## config.mk

```make
export PLATFORM = sky130hd
export DESIGN_NAME = hwmon_seq
export DESIGN_NICKNAME = d
export VERILOG_FILES = /design/src/hw/hwmon_pkg.sv /design/src/hw/hwmon_seq.sv
export VERILOG_INCLUDE_DIRS = /design/src /design/src/hw
export SDC_FILE = /design/constraint.sdc
export NUM_CORES = 1
export LEC_CHECK = 0
export BUFFER_PORTS_ARGS = -buffer_cell sky130_fd_sc_hd__buf_2
export CORE_ASPECT_RATIO = 0.75
export CORE_MARGIN = 4
export CORE_UTILIZATION = 50
export DETAILED_ROUTE_END_ITERATION = 7
export PLACE_DENSITY = 0.71
export SYNTH_ARGS = -nofsm -noshare
export SYNTH_HDL_FRONTEND = slang
export SYNTH_SLANG_ARGS = --single-unit
```

## constraint.sdc

```tcl
create_clock -name clk -period 5.3 [get_ports clk]
set_clock_uncertainty 0.15 [all_clocks]
set_input_delay 1.59 -clock clk [delete_from_list [all_inputs] [get_ports clk]]
set_output_delay 1.59 -clock clk [all_outputs]
set_load 0.02 [all_outputs]
```

## src/hw/hwmon_regs.svh

```systemverilog
`ifndef HWMON_REGS_SVH
`define HWMON_REGS_SVH
// ==========================================
// Register offsets
`define ADDR_RUN_CONTROL 8'h40
`define ADDR_IRQ_STATUS_ONE 8'h41
`define ADDR_IRQ_STATUS_TWO 8'h42
`define ADDR_SPECIAL_FUNCTION 8'h7c
`define ADDR_IRQ_ENABLE_VOLTAGE 8'h7e
`define ADDR_DEVICE_CONFIG 8'h7f
`define ADDR_IRQ_ENABLE_FAN 8'h80
`define ADDR_IRQ_ENABLE_TEMP 8'h82
`define ADDR_ENABLE_ONE 8'h83
`define ADDR_ENABLE_TWO 8'h84
// ==========================================
// Field positions
`define BIT_START 0
`define BIT_CYCLE_MODE 1
`define BIT_GLOBAL_EN 2
`define BIT_SOFT_RESET 7
`define BIT_ROUTE_TACH_PIN3 0
`define BIT_ROUTE_DRIVE2 1
`define BIT_GROUP_EN 0
// ==========================================
// Reset values
`define RST_STATUS 8'h00
`define RST_SPECIAL_FUNCTION 8'h40
`define RST_ENABLE 8'hff
`define RST_CONFIG 8'h00
// ==========================================
// Readings and timing
`define READ_FAULT 8'h80
`define READ_DISABLED 8'h00
`define TEMP_CONV_CLOCKS 96
`define VOLT_CONV_CLOCKS 68
`define CONV_CLOCK_HZ 45000
`define IDLE_TIME_MS 1000
`define IDLE_CONV_CLOCKS ((`IDLE_TIME_MS * `CONV_CLOCK_HZ) / 1000)
`define NUM_STEPS 8
`endif

```

## src/hw/hwmon_pkg.sv

```systemverilog
package hwmon_pkg;
  typedef enum logic [2:0] {
    STEP_REMOTE1 = 3'h0,
    STEP_AMBIENT = 3'h1,
    STEP_VCC = 3'h2,
    STEP_V12 = 3'h3,
    STEP_V5 = 3'h4,
    STEP_V25 = 3'h5,
    STEP_VCORE = 3'h6,
    STEP_REMOTE2 = 3'h7
  } step_type;

  typedef enum logic [1:0] {
    SEQ_STOPPED = 2'h0,
    SEQ_CONVERT = 2'h1,
    SEQ_IDLE = 2'h2
  } seq_state_type;

  typedef struct packed {
    logic open_pair;
    logic pos_short;
    logic neg_to_vcc;
    logic neg_to_gnd;
  } diode_fault_type;

  typedef struct packed {
    logic [7:0] addr;
    logic [7:0] wdata;
    logic wr;
    logic rd;
  } reg_req_type;
endpackage

```

## src/hw/hwmon_seq.sv

```systemverilog
// Operation
// Writing one to start bit starts sequencing from remote diode 1.
// Fixed order: remote1, ambient, VCC, 12V, 5V, 2.5V, core, remote2.
// Continuous mode restarts the eight steps immediately after the last.
// Cycle mode converts each input once, then idles about one second.
// Special function bit 1 selects continuous or cycle mode.
// Temperature takes 96 conversion clocks, voltage 68, times averaging count.
// Result at or beyond a limit sets the matching status bit.
// Readings always readable; in cycle mode change once per cycle.
// Status bits stay set until read; read clears only if cause gone.
// Status registers ignore writes; reset and soft reset give 0x00.
// Cleared individual enable stops its event setting the status bit.
// Open pair or terminal short to supply or ground sets diode fault.
// Diode fault loads 80h except negative terminal grounded; sets limit error.
// Diode fault bits never drive the interrupt output directly.
// Remote reading of 80h forces that zone's fan drives to full.
// Disabled diode: no fault bit, loads 00h on fault, else normal reading.
// Config bit 1 routes interrupt to drive pin 2, bit 0 to tach 3.
// Special function bit 2 is the global interrupt enable.
// Bit 0 of three enable registers gates temp, voltage, fan groups.
// Interrupt low while any fully enabled status bit is set.
// Host clears global enable before status reads, then sets it again.
// Host may release the interrupt with an alert response read.
// After answering the alert response, global enable is cleared.
// Interrupt asserts only while monitoring runs.
// Clearing start stops new conversions and holds readings.
`include "hwmon_regs.svh"
`timescale 1ns/1ns
`default_nettype none
module hwmon_seq #(
  parameter int unsigned IDLE_CLOCKS = `IDLE_CONV_CLOCKS
) (
  // Clock and reset
  input wire logic clk,
  input wire logic nrst,
  input wire logic ce,
  // Conversion clock from oscillator pin
  input wire logic conv_clk,
  // Register port
  input wire hwmon_pkg::reg_req_type req,
  output logic [7:0] rdata,
  // Alert response acknowledged by serial engine
  input wire logic ara_ack,
  // Analog front end
  input wire logic [7:0] adc_value,
  input wire hwmon_pkg::diode_fault_type fault1,
  input wire hwmon_pkg::diode_fault_type fault2,
  input wire logic [15:0] lim_low_flat,
  input wire logic [15:0] lim_high_flat,
  input wire logic [5:0] fan_error,
  output logic [2:0] conv_select,
  // Readings and pins
  output logic [63:0] readings,
  output logic [1:0] zone_full_on,
  output logic irq_n,
  output logic drive2_irq_oe_n,
  output logic tach_pin3_irq_oe_n,
  output logic irq_busy
);
  // ==========================================
  // Limit lookup and averaging
  function automatic logic [7:0] byte_of(input logic [63:0] v, input logic [2:0] i);
    byte_of = v[{i, 3'h0} +: 8];
  endfunction

  function automatic logic is_temp(input logic [2:0] s);
    is_temp = (s == 3'h0) || (s == 3'h1) || (s == 3'h7);
  endfunction

  // Priority encoded averaging count
  function automatic logic [7:0] avg_count(input logic [2:0] avg, input logic remote, input logic temp);
    if (avg[2]) begin
      avg_count = 8'h20;
    end else if (avg[1]) begin
      avg_count = 8'h10;
    end else if (avg[0]) begin
      avg_count = remote ? 8'h10 : 8'h01;
    end else begin
      avg_count = remote ? 8'h80 : 8'h08;
    end
  endfunction

  // ==========================================
  // Conversion clock synchroniser
  logic cclk_s1_q, cclk_s2_q, cclk_s3_q;
  logic tick;
  always_ff @(posedge clk or negedge nrst) begin
    if (!nrst) begin
      cclk_s1_q <= 1'b0;
      cclk_s2_q <= 1'b0;
      cclk_s3_q <= 1'b0;
    end else if (ce) begin
      cclk_s1_q <= conv_clk;
      cclk_s2_q <= cclk_s1_q;
      cclk_s3_q <= cclk_s2_q;
    end
  end
  assign tick = cclk_s2_q && !cclk_s3_q;

  // ==========================================
  // Registers
  logic [7:0] run_q, sfr_q, en_volt_q, en_fan_q, en_temp_q, cfg_q, en1_q, en2_q;
  logic [7:0] st1_q, st2_q;
  logic soft_rst;
  logic wr_run, wr_sfr;
  assign soft_rst = req.wr && (req.addr == `ADDR_DEVICE_CONFIG) && req.wdata[`BIT_SOFT_RESET];
  assign wr_run = req.wr && (req.addr == `ADDR_RUN_CONTROL);
  assign wr_sfr = req.wr && (req.addr == `ADDR_SPECIAL_FUNCTION);

  always_ff @(posedge clk or negedge nrst) begin
    if (!nrst) begin
      run_q <= 8'h00;
      sfr_q <= `RST_SPECIAL_FUNCTION;
      en_volt_q <= `RST_ENABLE;
      en_fan_q <= `RST_ENABLE;
      en_temp_q <= `RST_ENABLE;
      cfg_q <= `RST_CONFIG;
      en1_q <= `RST_ENABLE;
      en2_q <= `RST_ENABLE;
    end else if (ce) begin
      if (soft_rst) begin
        run_q <= 8'h00;
        sfr_q <= `RST_SPECIAL_FUNCTION;
        en_volt_q <= `RST_ENABLE;
        en_fan_q <= `RST_ENABLE;
        en_temp_q <= `RST_ENABLE;
        cfg_q <= `RST_CONFIG;
        en1_q <= `RST_ENABLE;
        en2_q <= `RST_ENABLE;
      end else begin
        if (wr_run) begin
          run_q <= req.wdata;
        end
        if (wr_sfr) begin
          sfr_q <= req.wdata;
        end else if (ara_ack) begin
          sfr_q[`BIT_GLOBAL_EN] <= 1'b0; // see R22
        end
        if (req.wr && req.addr == `ADDR_IRQ_ENABLE_VOLTAGE) begin
          en_volt_q <= req.wdata;
        end
        if (req.wr && req.addr == `ADDR_IRQ_ENABLE_FAN) begin
          en_fan_q <= req.wdata;
        end
        if (req.wr && req.addr == `ADDR_IRQ_ENABLE_TEMP) begin
          en_temp_q <= req.wdata;
        end
        if (req.wr && req.addr == `ADDR_DEVICE_CONFIG) begin
          cfg_q <= {1'b0, req.wdata[6:0]};
        end
        if (req.wr && req.addr == `ADDR_ENABLE_ONE) begin
          en1_q <= req.wdata;
        end
        if (req.wr && req.addr == `ADDR_ENABLE_TWO) begin
          en2_q <= req.wdata;
        end
      end
    end
  end

  // ==========================================
  // Sequencer
  hwmon_pkg::seq_state_type state_q;
  logic [2:0] step_q;
  logic [7:0] clk_cnt_q;
  logic [7:0] avg_cnt_q;
  logic [31:0] idle_cnt_q;
  logic running, conv_end, step_done, cycle_mode;
  assign running = run_q[`BIT_START];
  assign cycle_mode = sfr_q[`BIT_CYCLE_MODE];
  assign conv_end = tick && (clk_cnt_q == (is_temp(step_q) ? 8'(`TEMP_CONV_CLOCKS - 1)
                                                           : 8'(`VOLT_CONV_CLOCKS - 1)));
  assign step_done = conv_end && (avg_cnt_q == 8'(avg_count(sfr_q[7:5],
    (step_q == 3'h0) || (step_q == 3'h7), is_temp(step_q)) - 8'h01));
  assign conv_select = step_q;

  always_ff @(posedge clk or negedge nrst) begin
    if (!nrst) begin
      state_q <= hwmon_pkg::SEQ_STOPPED;
      step_q <= 3'h0;
      clk_cnt_q <= 8'h00;
      avg_cnt_q <= 8'h00;
      idle_cnt_q <= 32'h0;
    end else if (ce) begin
      if (!running || soft_rst) begin
        state_q <= hwmon_pkg::SEQ_STOPPED;
      end else begin
        unique case (state_q)
          hwmon_pkg::SEQ_STOPPED: begin
            state_q <= hwmon_pkg::SEQ_CONVERT;
            step_q <= 3'h0;
            clk_cnt_q <= 8'h00;
            avg_cnt_q <= 8'h00;
          end
          hwmon_pkg::SEQ_CONVERT: begin
            if (conv_end) begin
              clk_cnt_q <= 8'h00;
              avg_cnt_q <= step_done ? 8'h00 : avg_cnt_q + 8'h01;
            end else if (tick) begin
              clk_cnt_q <= clk_cnt_q + 8'h01;
            end
            if (step_done) begin
              step_q <= step_q + 3'h1; // see R2
              if (step_q == 3'h7 && cycle_mode) begin
                state_q <= hwmon_pkg::SEQ_IDLE;
                idle_cnt_q <= 32'h0;
              end
            end
          end
          hwmon_pkg::SEQ_IDLE: begin
            if (tick) begin
              if (idle_cnt_q == IDLE_CLOCKS - 1) begin
                state_q <= hwmon_pkg::SEQ_CONVERT;
              end else begin
                idle_cnt_q <= idle_cnt_q + 32'h1;
              end
            end
          end
          default: state_q <= hwmon_pkg::SEQ_STOPPED;
        endcase
      end
    end
  end

  // ==========================================
  // Result and comparison
  logic [7:0] result, low, high;
  logic chan_enabled, has_fault, violate;
  hwmon_pkg::diode_fault_type fault;
  always_comb begin
    fault = (step_q == 3'h7) ? fault2 : fault1;
    chan_enabled = (step_q == 3'h7) ? en_temp_q[2] : en_temp_q[1];
    has_fault = |fault;
    result = adc_value;
    if ((step_q == 3'h0 || step_q == 3'h7) && has_fault && !fault.neg_to_gnd) begin
      result = chan_enabled ? `READ_FAULT : `READ_DISABLED; // see R13
    end
    low = byte_of({lim_low_flat, lim_low_flat, lim_low_flat, lim_low_flat}, step_q);
    high = byte_of({lim_high_flat, lim_high_flat, lim_high_flat, lim_high_flat}, step_q);
    if (is_temp(step_q)) begin
      violate = ($signed(result) <= $signed(low)) || ($signed(result) >= $signed(high));
    end else begin
      violate = (result <= low) || (result >= high);
    end
  end

  // Readings update once per step, so once per cycle in cycle mode
  always_ff @(posedge clk or negedge nrst) begin
    if (!nrst) begin
      readings <= 64'h0;
    end else if (ce && state_q == hwmon_pkg::SEQ_CONVERT && step_done && running) begin
      readings[{step_q, 3'h0} +: 8] <= result;
    end
  end

  // Zone full-on for diode error reading
  always_ff @(posedge clk or negedge nrst) begin
    if (!nrst) begin
      zone_full_on <= 2'b00;
    end else if (ce) begin
      zone_full_on <= {readings[63:56] == `READ_FAULT, readings[7:0] == `READ_FAULT};
    end
  end

  // ==========================================
  // Status: bit i of one = step i error; two = diode faults and fans
  logic [7:0] cond1_q, cond2_q;
  logic [7:0] set1, set2, en_ind1, en_ind2;
  logic rd1, rd2, capture;
  assign capture = ce && state_q == hwmon_pkg::SEQ_CONVERT && step_done && running;
  assign rd1 = req.rd && (req.addr == `ADDR_IRQ_STATUS_ONE);
  assign rd2 = req.rd && (req.addr == `ADDR_IRQ_STATUS_TWO);
  assign en_ind1 = en1_q;
  assign en_ind2 = en2_q;

  always_ff @(posedge clk or negedge nrst) begin
    if (!nrst) begin
      cond1_q <= 8'h00;
      cond2_q <= 8'h00;
    end else if (ce) begin
      if (capture) begin
        cond1_q[step_q] <= violate;
        if (step_q == 3'h0) begin
          cond2_q[0] <= has_fault && en_temp_q[1];
        end
        if (step_q == 3'h7) begin
          cond2_q[1] <= has_fault && en_temp_q[2];
        end
      end
      cond2_q[7:2] <= fan_error;
    end
  end

  always_comb begin
    set1 = 8'h00;
    set2 = {cond2_q[7:2], 2'b00};
    if (capture) begin
      set1[step_q] = violate;
      set2[0] = (step_q == 3'h0) && has_fault && en_temp_q[1];
      set2[1] = (step_q == 3'h7) && has_fault && en_temp_q[2];
    end
    set1 = set1 & en_ind1;
    set2 = set2 & en_ind2;
  end

  always_ff @(posedge clk or negedge nrst) begin
    if (!nrst) begin
      st1_q <= `RST_STATUS;
      st2_q <= `RST_STATUS;
    end else if (ce) begin
      if (soft_rst) begin
        st1_q <= `RST_STATUS;
        st2_q <= `RST_STATUS;
      end else begin
        st1_q <= (rd1 ? (st1_q & cond1_q) : st1_q) | set1;
        st2_q <= (rd2 ? (st2_q & cond2_q) : st2_q) | set2;
      end
    end
  end

  // ==========================================
  // Interrupt
  logic temp_pend, volt_pend, fan_pend, irq_active;
  assign temp_pend = |({st1_q[7], st1_q[1:0]} & {en1_q[7], en1_q[1:0]}) && en_temp_q[`BIT_GROUP_EN];
  assign volt_pend = |(st1_q[6:2] & en1_q[6:2]) && en_volt_q[`BIT_GROUP_EN];
  assign fan_pend = |(st2_q[7:2] & en2_q[7:2]) && en_fan_q[`BIT_GROUP_EN];
  assign irq_busy = temp_pend || volt_pend || fan_pend;
  assign irq_active = irq_busy && sfr_q[`BIT_GLOBAL_EN] && running; // see R18 see R20

  always_ff @(posedge clk or negedge nrst) begin
    if (!nrst) begin
      irq_n <= 1'b1;
      drive2_irq_oe_n <= 1'b1;
      tach_pin3_irq_oe_n <= 1'b1;
    end else if (ce) begin
      irq_n <= !irq_active;
      drive2_irq_oe_n <= !(irq_active && cfg_q[`BIT_ROUTE_DRIVE2]);
      tach_pin3_irq_oe_n <= !(irq_active && cfg_q[`BIT_ROUTE_TACH_PIN3]);
    end
  end

  // ==========================================
  // Read data
  always_ff @(posedge clk or negedge nrst) begin
    if (!nrst) begin
      rdata <= 8'h00;
    end else if (ce && req.rd) begin
      case (req.addr)
        `ADDR_RUN_CONTROL: rdata <= run_q;
        `ADDR_IRQ_STATUS_ONE: rdata <= st1_q;
        `ADDR_IRQ_STATUS_TWO: rdata <= st2_q;
        `ADDR_SPECIAL_FUNCTION: rdata <= sfr_q;
        `ADDR_IRQ_ENABLE_VOLTAGE: rdata <= en_volt_q;
        `ADDR_DEVICE_CONFIG: rdata <= cfg_q;
        `ADDR_IRQ_ENABLE_FAN: rdata <= en_fan_q;
        `ADDR_IRQ_ENABLE_TEMP: rdata <= en_temp_q;
        `ADDR_ENABLE_ONE: rdata <= en1_q;
        `ADDR_ENABLE_TWO: rdata <= en2_q;
        default: rdata <= 8'h00;
      endcase
    end
  end
endmodule // hwmon_seq
`default_nettype wire

```

* After elaboration in Yosys (flattened, before gate mapping) *
Cells that the tools add are included.

storage, ports and cells
  bits in latches = 0
  bits in read-only memories = 0
  output and inout bits = 81
  register bits = 229
  memories = 0
  input bits = 77
  RAM bits = 0
  word-level logic and storage cells = 228

cells by class
  divide/modulo/power cells = 0
  $add $sub $neg = 6
  equal/unequal tests = 29
  multipliers = 0
  shift operators = 4
  mux-type cells = 60
  magnitude comparators = 6
  bitwise operators = 11
  reduce and logical (&&, ||, !) cells = 83

operator list
  operator                                               count
  2-to-1 mux 8 bit                                       30
  2-to-1 mux 32 bit                                      4
  indexed part select 64 x 7 -> 8 bit                    2
  one-hot mux 8 bit (10 select lines)                    1
  bitwise mux 64 bit                                     1
  one-hot mux 32 bit (2 select lines)                    1
  variable shift 8 x 8 -> 64 bit (first input constant)  1
  indexed part select 8 x 8 -> 64 bit                    1
  == test 8 x 7 -> 1 bit (second input constant)         6
  == test 8 bit (second input constant)                  6
  bitwise AND 8 bit                                      5
  logical AND 1 bit                                      35
  adder 32 x 1 -> 32 bit (second input constant)         1
  == test 32 x 16 -> 1 bit (second input constant)       1
  one-hot mux 8 bit (2 select lines)                     2
  AND reduction 2 bit                                    10
  nonzero test 2 bit                                     10
  adder 8 x 1 -> 8 bit (second input constant)           2
  greater-or-equal comparator 8 bit                      2
  less-or-equal comparator 8 bit                         2
  OR 8 bit                                               2
  2-to-1 mux 5 bit                                       3
  inequality test 3 bit (second input constant)          5
  2-to-1 mux 2 bit                                       7
  other kinds (36)                                       59

* Longest topological paths before layout *
  word-level depth = 15
  depth in mapped cells = 15
  gate-level depth less buffers = 14

* Worst setup path before layout *
Ideal clock, no wire load.

  path type = input-to-reg
  from = input port fault2[1] (netlist name)
  to = register st1_q[6]
  cell stages on the path = 12
  data arrival time = 4.405 ns
  path buffers = 1
  required time = 5.014 ns
  slack = 0.609 ns
  library setup time = 0.136 ns
  path through = nor3_1 > nor3_1 > o21ai_1 > mux2i_1 > inv_1 > ha_1 > and4_1 > o22ai_1 > a21oi_1 > nor3_1 > clkbuf_1 > o21ai_0

on the way
  longest elaborated chain between the ends = 13

ends and longest elaborated chain
  item                                                    line                                RTL
  start: declaration                                      hwmon_seq.sv:47                     input wire hwmon_pkg::diode_fault_type fault2,
  2-to-1 mux 4 bit (*)                                    hwmon_seq.sv:231                    fault = (step_q == 3'h7) ? fault2 : fault1;
  OR reduction 4 bit (*)                                  hwmon_seq.sv:233                    has_fault = |fault;
  logical AND 1 bit (*) (2 in a row)                      hwmon_seq.sv:235                    if ((step_q == 3'h0 || step_q == 3'h7) && has_fault && !fault.neg_to_gnd) begin
  2-to-1 mux 8 bit (*)                                    hwmon_seq.sv:235
  less-or-equal comparator 8 bit (tied with other cells)  hwmon_seq.sv:243                    violate = (result <= low) || (result >= high);
  logical OR 1 bit (on tied branches)                     hwmon_seq.sv:243, hwmon_seq.sv:241
  2-to-1 mux 1 bit (*)                                    hwmon_seq.sv:240                    if (is_temp(step_q)) begin
  bitwise AND 8 bit (no source line) (*)                  n/a
  2-to-1 mux 8 bit (*)                                    hwmon_seq.sv:297                    if (capture) begin
  bitwise AND 8 bit (*)                                   hwmon_seq.sv:302                    set1 = set1 & en_ind1;
  OR 8 bit (*)                                            hwmon_seq.sv:315                    st1_q <= (rd1 ? (st1_q & cond1_q) : st1_q) | set1;
  2-to-1 mux 8 bit (*)                                    hwmon_seq.sv:311                    if (soft_rst) begin
  end signal: assignment                                  hwmon_seq.sv:308                    st1_q <= `RST_STATUS;
  end signal: assignment                                  hwmon_seq.sv:312                    st1_q <= `RST_STATUS;
  end signal: assignment                                  hwmon_seq.sv:315
  end: declaration                                        hwmon_seq.sv:103                    logic [7:0] st1_q, st2_q;

Every way passes the cells marked *; elsewhere a longest branch is shown, timed or not.
A chain may end at the register's enable or synchronous reset.

* Final worst setup path *
  from = register step_q[0] (netlist: conv_select[0])
  to = register st1_q[6]

on the way
  longest elaborated chain between the ends = 15

ends and longest elaborated chain
  item                                                         line                                RTL
  start: declaration                                           hwmon_seq.sv:164                    logic [2:0] step_q;
  start signal: assignment                                     hwmon_seq.sv:203                    step_q <= step_q + 3'h1;
  == test 3 bit / logical NOT 3 bit (equally long branches)    n/a
  logical OR 1 bit                                             hwmon_seq.sv:174, hwmon_seq.sv:235
  2-to-1 mux 5 bit / 2-to-1 mux 8 bit (equally long branches)  hwmon_seq.sv:77, hwmon_seq.sv:79
  2-to-1 mux 8 bit                                             hwmon_seq.sv:76                     end else if (avg[0]) begin
  2-to-1 mux 8 bit                                             hwmon_seq.sv:74                     end else if (avg[1]) begin
  2-to-1 mux 8 bit                                             hwmon_seq.sv:72                     if (avg[2]) begin
  subtractor 8 x 1 -> 8 bit                                    hwmon_seq.sv:174                    (step_q == 3'h0) || (step_q == 3'h7), is_temp(step_q)) - 8'h01));
  == test 8 bit                                                hwmon_seq.sv:173                    assign step_done = conv_end && (avg_cnt_q == 8'(avg_count(sfr_q[7:5],
  logical AND 1 bit                                            hwmon_seq.sv:173
  logical AND 1 bit (2 in a row)                               hwmon_seq.sv:270                    assign capture = ce && state_q == hwmon_pkg::SEQ_CONVERT && step_done && running;
  2-to-1 mux 8 bit (*)                                         hwmon_seq.sv:297
  bitwise AND 8 bit (*)                                        hwmon_seq.sv:302
  OR 8 bit (*)                                                 hwmon_seq.sv:315
  2-to-1 mux 8 bit (*)                                         hwmon_seq.sv:311

Marks and branches as above.

==> impl_metrics.toml <==
[sta]
worstMarginPinSlew_ns = 1.14
tns_ns = 0
max_slew_margin = 0.234
drv_slew = 0
grt_setup_unrepaired = "no"
hold_violations = 0
timing.fmax_mhz = 222
min_period_ns = 4.50
setup_viol = 0
period_share = 0.850

[finish]
antenna_cells = 0
syn_to_final_growth_pct = 16.5
fin_cells = 1682
drive_gt1_frac = 0.240
top_register = "readings"
nNetsFinal = 1466
largest_register_ffs = 64
reg.largest.list = "readings (64), idle_cnt_q (32)"

[yosys]
synthCells = 1211
syn_nets = 1313
synth.largest_area_cell = "dfrtp_1"
syn_avg_cell_area_sq_um = 9.77
syn_area_sq_um = 11800
ys_seq_area_frac = 0.487
yosys_most_used_dff = "dfrtp_1"
ys_warn_count = 0
yosysTopAreaCellShare = 0.389
yosys.cell_count.top_type = "dfrtp_1"
synth_seq_cells = 228
synth.distinct_cells = 75
synth_area_leaders = "dfrtp_1 39%, dfstp_2 9.8%, o21ai_0 4.7%"
async_flop_share = 1.00
synth_edf_count = 0
synth_common_cells = "184 x dfrtp_1, 139 x nand2_1, 110 x o21ai_0"

[detailed_routing]
routedWlPerCell_um = 20.9
drt-initial-drc-count = 998
antenna_left = 0
vias = 10300
drc = 0
dr.pass1.iters = 7
postRouteWirelength_um = 35200
viasPerCell = 6.15

[cts]
clkSlewWorstSetupHoldPaths_ns = 0.06
numCtsBuffers = 24
cts_buffer_depth = 3
postCtsSetupBuffers = 0
worst_skew_pair.late_latency_ns = 0.53
cts_resized = 0
cts_root_buf = "clkbuf_16"
htreeDepth = 1
cts.sinks = 228
cts_hold_buf = 0
tritoncts = "yes"

[pwr]
p_leak_uw = 0.00628
power_frac_seq = 0.426
p_int_uw = 3110
pwr-share-clk = 0.385
p_sw_uw = 1330
pwr-share-comb = 0.189
vdd.ir_drop.worst_mv = 0.211
power.density_nw_per_um2 = 322
swShare = 0.300

[setup_path]
required_ns = 5.55
cpMostUsedCell = "ha_1"
critPathArrivalTime_ns = 4.76
cpPeakStageDelay_ns = 0.60
path_buf_inv = 3
cpLargestDelayFamily = "compound AO/OA/AOI/OAI gates"
crit_fanout = 33
crit_path_start = "conv_select[0]"
crit_chain = "buf_4 > ha_1 > ha_1 > nor3_1 > o21ai_1 > nand2_1 > inv_1 > ha_1 > nor2b_1 > o21a_1 > o21ai_0 > a21oi_1 > nor3_1 > buf_4 > o21ai_0"
r2r-start = "conv_select[0]"
endpoint_kind = "flop"
worst_path_max_delay_cell = "o21ai_1"
worstSetupPathType = "flop to flop"
start_kind = "flop"

[floorplanning]
die_area_sq_um = 26200
row_count = 48
die_h_um = 141
ioPinCount = 158
die_w_um = 186
core_sq_um = 23100
start_util = 0.512

[global_route]
grt_pass1_wl_um = 56100
grt_util_all_layers = 0.266
antenna_found_initial = 0
grt_pass1_vias = 10100
grt_max_degree = 94
grt-ovfl-total = 0

[outcome]
status = "complete, no violations"

[job]
max-cap-violations = 0

[placement]
routabilityCongestion = 0.942
dp_hpwl_um = 25400
port_buffers = 157
dp.cells = 1638

[worst_hold_path]
hold_path_class = "flop to flop"
hp-start = "cfg_q[1]"
cells by family after synthesis:
logic type / Yosys count / synth area share
multiplexers: 91 / 0.0862
XOR/XNOR: 23 / 0.0170
adder cells (fa/ha/maj): 25 / 0.0264
AND/OR/NAND/NOR: 462 / 0.196
flip-flops: 228 / 0.487
buffers and inverters: 93 / 0.0309
AO/OA/AOI/OAI: 289 / 0.157
power groups by stage:
stage	registers [uW]	logic, uW	clock network (uW)
finish	1890	839	1710
global route	1900	916	1800
CTS	1890	829	1730
detailed placement	1920	826	0
global placement	1920	795	0
floorplan	1910	547	0
layout by cell type (no fill, tap or decap), types with 38 or more instances in the layout:
cell type  instances
mux2_2            45
nand2_1          139
nand3_1           48
o21ai_0          110
inv_1             38
nor3_1            38
buf_2            156
nor2_1            97
a21oi_1           51
dfrtp_1          184
dfstp_2           44
per-layer routing:
metal | vias up | GRT usage | part of all wire
met1 | 5095 | 0.395 | 0.45
met3 | 76 | 0.0686 | 0.084
met2 | 428 | 0.390 | 0.44
met5 | - | 0 | 0
li1 | 4746 | - | -
met4 | 0 | 0.0694 | 0.028
layout make-up:
cell class	count	area (sq um)
Multi-Input combinational cell	890	5720
Sequential cell	228	5760
Tap cell	300	375
Timing Repair Buffer	181	988
Clock inverter	7	66.3
Fill cell	1940	9330
Clock buffer	37	731
Inverter	39	146
final timing paths:
check                                   to  slack (ns)  cells past startpoint
setup reg to reg                  st1_q[6]        0.80                     15
hold / removal             drive2_irq_oe_n        0.30                      1
hold reg to reg            drive2_irq_oe_n        0.30                      1
max in group asynchronous     en_temp_q[5]        3.08                      2
setup / recovery                  st1_q[6]        0.80                     15
min in group asynchronous     clk_cnt_q[0]        0.93                      1
per-stage QoR:
step                      cell area, sq um  utilization  power, uW  setup WS (ns)  hold WS (ns)
after floorplan                      11800            -       2450          0.609         0.254
after global placement               13000        0.562       2710          0.642         0.290
after detailed placement             13000        0.562       2740          0.397         0.300
after CTS                            13800        0.596       4450          0.851         0.304
after global routing                 13800        0.596       4620          0.601         0.336
final                                13800        0.596       4440          0.795         0.304
(Power assumes the default switching activity.)
